## src/hw/bfm_pkg.sv

```systemverilog
// package of constants and types for the bridge driver fault monitor
package bfm_pkg;
   // ---------------------------------------------
   // register map (byte addresses on apb)
   // ---------------------------------------------
   localparam logic [7:0] addr_config = 8'h00; // control settings
   localparam logic [7:0] addr_status = 8'h04; // latched fault bits
   localparam logic [7:0] addr_clear = 8'h08; // write ones to clear status bits
   localparam logic [7:0] addr_live = 8'h0c; // live conditions, read only

   // ---------------------------------------------
   // config field positions
   // ---------------------------------------------
   localparam int cfg_stop_on_fault = 0; // stop_on_fault_select
   localparam int cfg_watchdog = 1; // watchdog_select_bit
   localparam int cfg_qual_mode = 2; // qualifier_mode_select, 1 = blanking
   localparam int cfg_oc_level_lo = 4; // overcurrent_level_code [7:4]
   localparam int cfg_qual_time_lo = 8; // qualifier_time_code [11:8]
   localparam int cfg_amp_off_lo = 12; // amplifier_offset_code [15:12]
   localparam logic [15:0] cfg_reset = 16'h0000; // debounce, direct enable, no stop

   // ---------------------------------------------
   // status field positions
   // ---------------------------------------------
   localparam int st_regulator_low = 0;
   localparam int st_regulator_high = 1;
   localparam int st_supply_high = 2;
   localparam int st_supply_low = 3;
   localparam int st_gate_low_lo = 4; // four gate bits [7:4]: a high, a low, b high, b low
   localparam int st_logic_pin_ov = 8;
   localparam int st_enable_timeout = 9;
   localparam int st_oc_a = 10;
   localparam int st_oc_b = 11;
   localparam int st_summary = 15; // any_fault_summary_bit
   localparam int fault_bits = 12; // bits 11:0 hold faults

   // ---------------------------------------------
   // timing
   // ---------------------------------------------
   localparam int clk_period_ps = 5000; // 200 mhz
   localparam int qual_step_ns = 500; // one qualifier time code step
   localparam int qual_step_cycles = (qual_step_ns * 1000 + clk_period_ps - 1) / clk_period_ps;
   localparam int enable_timeout_us = 1000; // arbitrary default timeout
   localparam int enable_timeout_cycles = enable_timeout_us * 1000000 / clk_period_ps;

   // enable watchdog states
   typedef enum logic [1:0] {bfm_wd_wait_first, bfm_wd_run, bfm_wd_timed_out} bfm_wd_t;
endpackage

```

## src/hw/bfm_monitor.sv

```systemverilog
// bridge driver fault monitor with apb register slave
//
// The APB interface to the registers and the placing of the registers are this design's own decisions.
`timescale 1ns/1ps

module bfm_monitor #(
   parameter int timeout_cycles = bfm_pkg::enable_timeout_cycles // enable watchdog timeout
) (
   input wire logic pclk, // apb clock, 200 mhz
   input wire logic presetn, // async reset, active low
   input wire logic psel, // apb select
   input wire logic penable, // apb access phase
   input wire logic pwrite, // apb direction
   input wire logic [7:0] paddr, // apb byte address
   input wire logic [31:0] pwdata, // apb write data
   output logic [31:0] prdata, // apb read data, registered
   output logic pready, // apb ready
   output logic pslverr, // apb error on unmapped address
   input wire logic regulator_uv, // regulator below threshold
   input wire logic regulator_ov, // regulator above threshold
   input wire logic supply_ov, // main supply above threshold
   input wire logic supply_uv, // main supply below threshold
   input wire logic [3:0] gate_uv, // per gate low vgs: a high, a low, b high, b low
   input wire logic [5:0] input_pin_ov, // overvoltage on the six input terminals
   input wire logic fault_pin_ov, // overvoltage on the fault output terminal
   input wire logic enable_in, // enable input level
   input wire logic phase_a_high_input, // phase a high side command
   input wire logic phase_a_low_input_n, // phase a low side command, active low
   input wire logic phase_b_high_input_n, // phase b high side command, active low
   input wire logic phase_b_low_input, // phase b low side command
   input wire logic [1:0] oc_compare, // overcurrent comparators, phase a, b
   output logic [3:0] gate_drive, // gate commands: a high, a low, b high, b low
   output logic fault_flag, // general fault flag, active high
   output logic [3:0] overcurrent_level_code, // threshold code to analog dac
   output logic [3:0] amplifier_offset_code, // offset code to sense amplifier
   output logic bridge_on_state, // one diagonal pair on
   output logic bridge_off_state // all gates off
);
   // ---------------------------------------------
   // input synchronisers
   // ---------------------------------------------
   localparam int sync_w = 18; // width of synchronised input group
   logic [sync_w-1:0] sync_a; // first stage, read only by sync_b
   logic [sync_w-1:0] sync_b; // second stage

   logic [sync_w-1:0] raw_in; // gathered inputs
   assign raw_in = {oc_compare, enable_in, fault_pin_ov, input_pin_ov, gate_uv,
                    supply_uv, supply_ov, regulator_ov, regulator_uv};

   // two flops per input ahead of all fault logic
   always_ff @(posedge pclk or negedge presetn) begin
      if (!presetn) begin
         sync_a <= '0;
         sync_b <= '0;
      end else begin
         sync_a <= raw_in;
         sync_b <= sync_a;
      end
   end

   logic s_reg_uv, s_reg_ov, s_sup_ov;
   logic s_sup_uv, s_fault_ov, s_enable;
   logic [3:0] s_gate_uv; // synchronised gate low flags
   logic [5:0] s_in_ov; // synchronised input pin flags
   logic [1:0] s_oc; // synchronised comparators

   assign s_reg_uv = sync_b[0];
   assign s_reg_ov = sync_b[1];
   assign s_sup_ov = sync_b[2];
   assign s_sup_uv = sync_b[3];
   assign s_gate_uv = sync_b[7:4];
   assign s_in_ov = sync_b[13:8];
   assign s_fault_ov = sync_b[14];
   assign s_enable = sync_b[15];
   assign s_oc = sync_b[17:16];

   // ---------------------------------------------
   // apb slave and configuration
   // ---------------------------------------------
   localparam int fault_w = bfm_pkg::fault_bits;
   logic [15:0] config_reg; // control settings
   logic [fault_w-1:0] status; // latched fault bits
   logic stop_on_fault_select, watchdog_select_bit;
   logic qualifier_mode_select;
   logic [3:0] qualifier_time_code; // qualifier period in 500 ns steps
   logic wr_en, rd_en, addr_ok; // decoded strobes

   logic [fault_w-1:0] clear_mask; // bits cleared this cycle

   logic [fault_w-1:0] live; // live fault conditions

   assign stop_on_fault_select = config_reg[bfm_pkg::cfg_stop_on_fault];
   assign watchdog_select_bit = config_reg[bfm_pkg::cfg_watchdog];
   assign qualifier_mode_select = config_reg[bfm_pkg::cfg_qual_mode];
   assign overcurrent_level_code = config_reg[bfm_pkg::cfg_oc_level_lo +: 4];
   assign qualifier_time_code = config_reg[bfm_pkg::cfg_qual_time_lo +: 4];
   assign amplifier_offset_code = config_reg[bfm_pkg::cfg_amp_off_lo +: 4];

   assign pready = 1'b1; // zero wait states

   assign addr_ok = (paddr == bfm_pkg::addr_config) || (paddr == bfm_pkg::addr_status) ||
                    (paddr == bfm_pkg::addr_clear) || (paddr == bfm_pkg::addr_live);
   assign pslverr = psel && penable && !addr_ok; // unmapped answers with error

   assign wr_en = psel && penable && pwrite && addr_ok;
   // read data taken in setup, one edge early
   assign rd_en = psel && !penable && !pwrite;

   assign clear_mask = (wr_en && paddr == bfm_pkg::addr_clear) ?
                       pwdata[fault_w-1:0] : '0;

   // configuration register write
   always_ff @(posedge pclk or negedge presetn) begin
      if (!presetn) begin
         config_reg <= bfm_pkg::cfg_reset;
      end else if (wr_en && paddr == bfm_pkg::addr_config) begin
         config_reg <= pwdata[15:0];
      end
   end

   // read data captured in setup so it is stable through access
   always_ff @(posedge pclk or negedge presetn) begin
      if (!presetn) begin
         prdata <= '0;
      end else if (rd_en) begin
         case (paddr)
            bfm_pkg::addr_config: prdata <= {16'h0000, config_reg};
            bfm_pkg::addr_status: prdata <= {16'h0000, |status, 3'h0, status};
            bfm_pkg::addr_live: prdata <= {20'h00000, live};
            default: prdata <= '0; // clear register and unmapped read zero
         endcase
      end
   end

   // ---------------------------------------------
   // enable watchdog
   // ---------------------------------------------
   bfm_pkg::bfm_wd_t wd_state; // watchdog state
   logic [31:0] wd_count; // cycles since last enable edge

   logic enable_prev; // enable level a cycle ago
   logic enable_edge; // any change of enable
   logic wd_allow; // watchdog lets gates follow phases

   assign enable_edge = s_enable ^ enable_prev;

   // edge detection on the synchronised enable only
   always_ff @(posedge pclk or negedge presetn) begin
      if (!presetn) begin
         // idle watchdog ignores the false edge
         enable_prev <= 1'b0;
      end else begin
         enable_prev <= s_enable;
      end
   end

   // watchdog sequence; leaving watchdog mode restarts at first edge
   always_ff @(posedge pclk or negedge presetn) begin
      if (!presetn) begin
         wd_state <= bfm_pkg::bfm_wd_wait_first;
         wd_count <= '0;
      end else if (!watchdog_select_bit) begin
         wd_state <= bfm_pkg::bfm_wd_wait_first;
         wd_count <= '0;
      end else begin
         case (wd_state)
            bfm_pkg::bfm_wd_wait_first: begin
               if (enable_edge) begin
                  wd_state <= bfm_pkg::bfm_wd_run;
                  wd_count <= '0;
               end
            end
            bfm_pkg::bfm_wd_run: begin
               if (enable_edge) begin
                  wd_count <= '0;
               end else if (wd_count >= 32'(timeout_cycles - 1)) begin
                  wd_state <= bfm_pkg::bfm_wd_timed_out;
               end else begin
                  wd_count <= wd_count + 32'h00000001;
               end
            end
            bfm_pkg::bfm_wd_timed_out: begin
               // gates off until a new edge
               if (enable_edge) begin
                  wd_state <= bfm_pkg::bfm_wd_run;
                  wd_count <= '0;
               end
            end
            default: wd_state <= bfm_pkg::bfm_wd_wait_first;
         endcase
      end
   end
   // direct mode follows the enable level; watchdog mode ignores it
   assign wd_allow = watchdog_select_bit ? (wd_state == bfm_pkg::bfm_wd_run) :
                     s_enable;

   // ---------------------------------------------
   // gate drive decode
   // ---------------------------------------------
   logic [3:0] phase_cmd; // requested gates
   logic inhibit; // gates forced off
   logic in_pin_stop; // input pin overvoltage stop

   // active-low pins are inverted here
   assign phase_cmd = {phase_b_low_input, !phase_b_high_input_n,
                       !phase_a_low_input_n, phase_a_high_input};
   assign in_pin_stop = stop_on_fault_select && (|s_in_ov); // fault pin alone never stops

   // overcurrent does not appear here on purpose
   assign inhibit = s_sup_uv || in_pin_stop || !wd_allow;

   // registered gate outputs
   always_ff @(posedge pclk or negedge presetn) begin
      if (!presetn) begin
         gate_drive <= 4'h0;
      end else begin
         gate_drive <= inhibit ? 4'h0 : phase_cmd;
      end
   end

   // on-state: a high with b low, or b high with a low
   assign bridge_on_state = (gate_drive == 4'h9) ||
                            (gate_drive == 4'h6);
   assign bridge_off_state = (gate_drive == 4'h0);

   // ---------------------------------------------
   // overcurrent qualifier, one per phase
   // ---------------------------------------------
   logic [1:0] oc_valid; // qualified overcurrent events

   logic [3:0] gate_prev; // gate drive a cycle ago
   // last gates give the low-side turn-on edge
   always_ff @(posedge pclk or negedge presetn) begin
      if (!presetn) begin
         gate_prev <= 4'h0;
      end else begin
         gate_prev <= gate_drive;
      end
   end

   localparam int step_w = 8; // width of step prescaler

   localparam logic [step_w-1:0] step_last = step_w'(bfm_pkg::qual_step_cycles - 1);

   // phase a first, then b
   genvar ph;
   generate
      for (ph = 0; ph < 2; ph++) begin : g_qual
         logic low_on; // low side of this phase driven
         logic low_rise; // low side just turned on

         logic [step_w-1:0] pre; // cycles within one 500 ns step
         logic [3:0] steps; // whole steps counted
         logic running; // timer active
         logic expired; // period complete

         assign low_on = gate_drive[2*ph+1];
         assign low_rise = low_on && !gate_prev[2*ph+1];

         assign expired = running && (steps >= qualifier_time_code);

         // timer: debounce runs while comparator high, blanking after low turn-on
         always_ff @(posedge pclk or negedge presetn) begin
            if (!presetn) begin
               running <= 1'b0;
               pre <= '0;
               steps <= 4'h0;
            end else if (!qualifier_mode_select ? !(s_oc[ph] && low_on) : low_rise) begin
               running <= !qualifier_mode_select ? 1'b0 : 1'b1;
               pre <= '0;
               steps <= 4'h0;
            end else if (!running) begin
               running <= !qualifier_mode_select; // debounce start
            end else if (expired) begin
               running <= !qualifier_mode_select; // blanking ends, debounce holds
            end else if (pre == step_last) begin
               pre <= '0;
               steps <= steps + 4'h1;
            end else begin
               pre <= pre + step_w'(1);
            end
         end
         // debounce: comparator held for full period; blanking: any report outside window
         assign oc_valid[ph] = !qualifier_mode_select ? expired : (s_oc[ph] && !running);
      end
   endgenerate

   // ---------------------------------------------
   // fault latching and flag
   // ---------------------------------------------
   logic pin_ov_any; // any of seven terminals high
   assign pin_ov_any = (|s_in_ov) || s_fault_ov;

   assign live = {oc_valid, wd_state == bfm_pkg::bfm_wd_timed_out, pin_ov_any,
                  s_gate_uv & gate_drive, s_sup_uv, s_sup_ov, s_reg_ov, s_reg_uv};

   // sticky bits; a new event in the clearing cycle wins
   always_ff @(posedge pclk or negedge presetn) begin
      if (!presetn) begin
         status <= '0;
      end else begin
         // clear first, then set, so set wins
         status <= (status & ~clear_mask) | live;
      end
   end

   // flag follows live conditions and active disables, not latched history
   always_ff @(posedge pclk or negedge presetn) begin
      if (!presetn) begin
         fault_flag <= 1'b0;
      end else begin
         // overcurrent stays out of the flag
         fault_flag <= (|live[9:0]) || in_pin_stop;
      end
   end
endmodule

```

## config.mk

```make
export PLATFORM = sky130hd
export DESIGN_NAME = bfm_monitor
export DESIGN_NICKNAME = d
export VERILOG_FILES = /design/src/hw/bfm_pkg.sv /design/src/hw/bfm_monitor.sv
export SDC_FILE = /design/constraint.sdc
export NUM_CORES = 1
export LEC_CHECK = 0
export BUFFER_PORTS_ARGS = -buffer_cell sky130_fd_sc_hd__buf_2
export CAP_MARGIN = 20
export CORE_MARGIN = 2
export CORE_UTILIZATION = 55
export DETAILED_ROUTE_END_ITERATION = 7
export PLACE_DENSITY = 0.81
export SLEW_MARGIN = 0
export SYNTH_ARGS = -nofsm -noshare
export SYNTH_HDL_FRONTEND = slang
export SYNTH_SLANG_ARGS = --single-unit
```

## constraint.sdc

```tcl
create_clock -name pclk -period 3.4 [get_ports pclk]
set_clock_uncertainty 0.1 [all_clocks]
set_input_delay 1.02 -clock pclk [delete_from_list [all_inputs] [get_ports pclk]]
set_output_delay 1.02 -clock pclk [all_outputs]
set_load 0.01 [all_outputs]
```

==> impl_results.md <==
- Outcome: finished clean
- Post-route setup slack: 0.481 ns
- Data arrival time of the critical path: 1.80 ns
- Met3 Track Usage GR: 0.0464
- Vias in the first global route: 4,964
- Gates resized, CTS repair: 0
- Power density normalized to cell area: 481 nW/um2
- Placeable Area: 12,000 um2
- Mapped Cells: 615
- H-Tree Level Count: 4
- Largest net degree at the start of global routing: 64
- Post-synthesis sequential element count: 148
- Source of the worst register-to-register timing path: g_qual[0].steps[0]
- Count of buffers inserted at the top-level ports: 82
- Fraction of synthesized cell area taken by the top area cell type: 0.545
- Synth Area per Inst: 11.0 um2
- Iteration-0 DRC Markers: 329
- Number of remaining DRC errors: 0
- Top-count cell post-synth: dfrtp_1
- Clock latency on the worst-skew pair: 0.42 ns
- CTS root buf: clkbuf_16
- Buffers inserted during post-CTS setup optimization: 0
- Full die area: 13,300 um2
- Worst Setup Slack post-DPL: 0.460 ns
- Setup crit start kind: input port
- Critical path fanouts, max: 2
- Sum of buffers and inverters on the critical path: 2
- Finished Core Util: 0.649
- Transition at the pin with the smallest max-transition slack: 0.598 ns
- Count of yosys warnings during synthesis: 0
- # fillers: 917
- Antenna Diode Count: 0
- Total Wirelength: 15.0 mm
- Share of synthesized registers carrying an async set or reset: 1.00
- Flip-flop count of the largest register, all copies and words added: 32
- Share of post-route cells with drive strength above 1: 0.223
- Die X-Extent: 115 um
- Via/cell ratio: 5.94
- Final Setup Violations: 0
- Non-Filler Cell Area, Final: 7790 um2
- Number of enable-type register cells in the synthesized netlist: 0
- Highest Clock Rate: 343 MHz
- Met1 demand-to-capacity share in global routing: 0.349
- Global-route layer with the greatest usage: met2
- First-pass GRT wire length: 25.0 mm
- Worst path cell trace: buf_2 > nor4_1 > nand2_1 > and3_1 > buf_2
- Placement Cell Area: 7230 um2
- Class of the most critical hold timing path: flop to flop
- Total gr overflow: 0
- Final Cycle Share: 0.859
- Worst-case hold slack: 0.248 ns
- Vias after detailed routing: 5,053
- Beginning of the worst hold path: sync_a[0]
- Path type of the worst setup path: input port to output port
- Effective utilization at floorplan: 0.565
- Post-Synthesis Cell Area: 6790 um2
- Largest area contributor in the netlist: dfrtp_1
- Count of pins on the block boundary: 116
- Number of rows in the core area: 40
- Top reg by flops: wd_count
- Fin crit period: 2.92 ns
- Setup_tns: 0 ns
- Launching element of the worst setup path: paddr[1]
- Top_reg_cell synth: dfrtp_1
- Pins Over Slew Limit: 0
- Multi-input logic area: 2770 um2
- Clock sinks: 148
- Clock Tree Buf Depth: 2
- Die Y-Extent: 115 um
- CP required: 2.28 ns
- Pre-Repair DR Iteration Count: 5
- Crit. End Element: output port
- Detail Route Antenna Nets: 0
- Detailed Place HPWL: 10.5 mm
- Net total in the final layout: 771
- Sequential fraction of the synthesis area: 0.545
- Maximum resistive drop on vdd: 0.000575 V
- Cells taking the most area after synthesis: dfrtp_1, buf_4, nand2_1
- Critical path's slowest cell: nor4_1
- Reported leakage power: 3.60 nW
- Clock tree from TritonCTS: done
- Final GP Congestion: 0.850
- CTS Buf Count: 17
- Cell type with the highest occurrence count on the critical path: buf_2
- Count of final hold-check violations: 0
- Post-synth top cells: dfrtp_1, nand2_1, nor2_1, o21ai_0, buf_4
- Cts hold-fix bufs: 0
- Gate family responsible for the most delay along the worst path: simple AND/OR/NAND/NOR gates
- Delay of the slowest cell on the worst path: 0.26 ns
- CTS clk-pin slew, worst paths: 0.06 ns
- Flip-flop and latch area: 3700 um2
- Count of cell types in the netlist: 60
- Area added between synthesis and finish: 14.7%
- RSZ-0062 raised after global routing: false
- Antenna violations before repair: 0
- Overall track demand over capacity in global routing: 0.243
- Met2 Resource Use GR: 0.364
- Relative slew slack: 0.599
- Regs by FF count: wd_count x32, sync_a x18, sync_b x18
- Max-cap violations: 0
- Routed wire length per instance: 17.7 um
==> cells by family after synthesis <==
group / after synthesis / share of synthesized area
simple gates: 205 / 0.159
flops: 148 / 0.545
compound gates: 135 / 0.151
buf+inv: 70 / 0.0558
mux: 34 / 0.0532
fa+ha+maj: 13 / 0.0240
xor+xnor: 8 / 0.0103
other cells: 2 / 0.00111
==> power by group <==
part	total [W]	internal (W)	switching, W
clock network	0.00177	0.00104	0.000726
registers	0.00182	0.00180	0.0000251
logic	0.000159	0.0000573	0.000101
total	0.00374	0.00289	0.000853
==> layout make-up <==
class                      instances  area share
clock inverter                    13      0.0138
multi-input combinational        412       0.355
tap                              147      0.0236
inverter                          20     0.00963
sequential                       148       0.475
clock buffer                      19      0.0581
timing repair buffer              92      0.0647
==> worst paths after layout <==
check,end,slack [ns],depth (start not counted)
worst max-delay path,pslverr,0.48,5
worst min-delay path,sync_b[0],0.25,0
worst min register to register,sync_b[0],0.25,0
max in group asynchronous,gate_drive[0],1.95,2
worst max register to register,g_qual[0].pre[3],0.82,7
min in group asynchronous,wd_count[12],0.48,1
==> layout by cell type (no fill, tap or decap), types with 5 or more instances in the layout <==
cell / Yosys / routed
dfrtp_1: 148 / 148
buf_2: 6 / 81
nand2_1: 52 / 52
nor2_1: 31 / 31
o21ai_0: 31 / 31
nand3_1: 21 / 21
inv_1: 20 / 20
a22o_1: 19 / 19
and2_1: 17 / 17
mux2i_1: 17 / 17
mux2_2: 17 / 17
conb_1: 2 / 17
clkbuf_16: 0 / 17
and3_1: 15 / 15
nor4_1: 13 / 13
nor3_1: 13 / 13
ha_1: 13 / 13
a31oi_1: 12 / 12
a21oi_1: 11 / 11
buf_4: 27 / 9
o31ai_1: 8 / 8
nand4_1: 7 / 7
o22ai_1: 7 / 7
a21o_1: 6 / 6
o211ai_1: 6 / 6
clkinv_2: 0 / 6
nand2b_1: 5 / 5
o2bb2ai_1: 5 / 5
nor2b_1: 5 / 5
xor2_1: 5 / 5
==> per-stage QoR <==
step | instances | power [W]
after floorplan | 630 | 0.00193
after global placement | 819 | 0.00200
after detailed placement | 819 | 0.00201
after CTS | 851 | 0.00378
after global routing | 851 | 0.00388
final | 851 | 0.00374
==> metal layers <==
layer | share of wire | up-vias
met5 | 0 | -
met4 | 0.030 | 0
met3 | 0.057 | 31
met2 | 0.45 | 194
met1 | 0.46 | 2482
li1 | - | 2346
(Power assumes the default switching activity.)
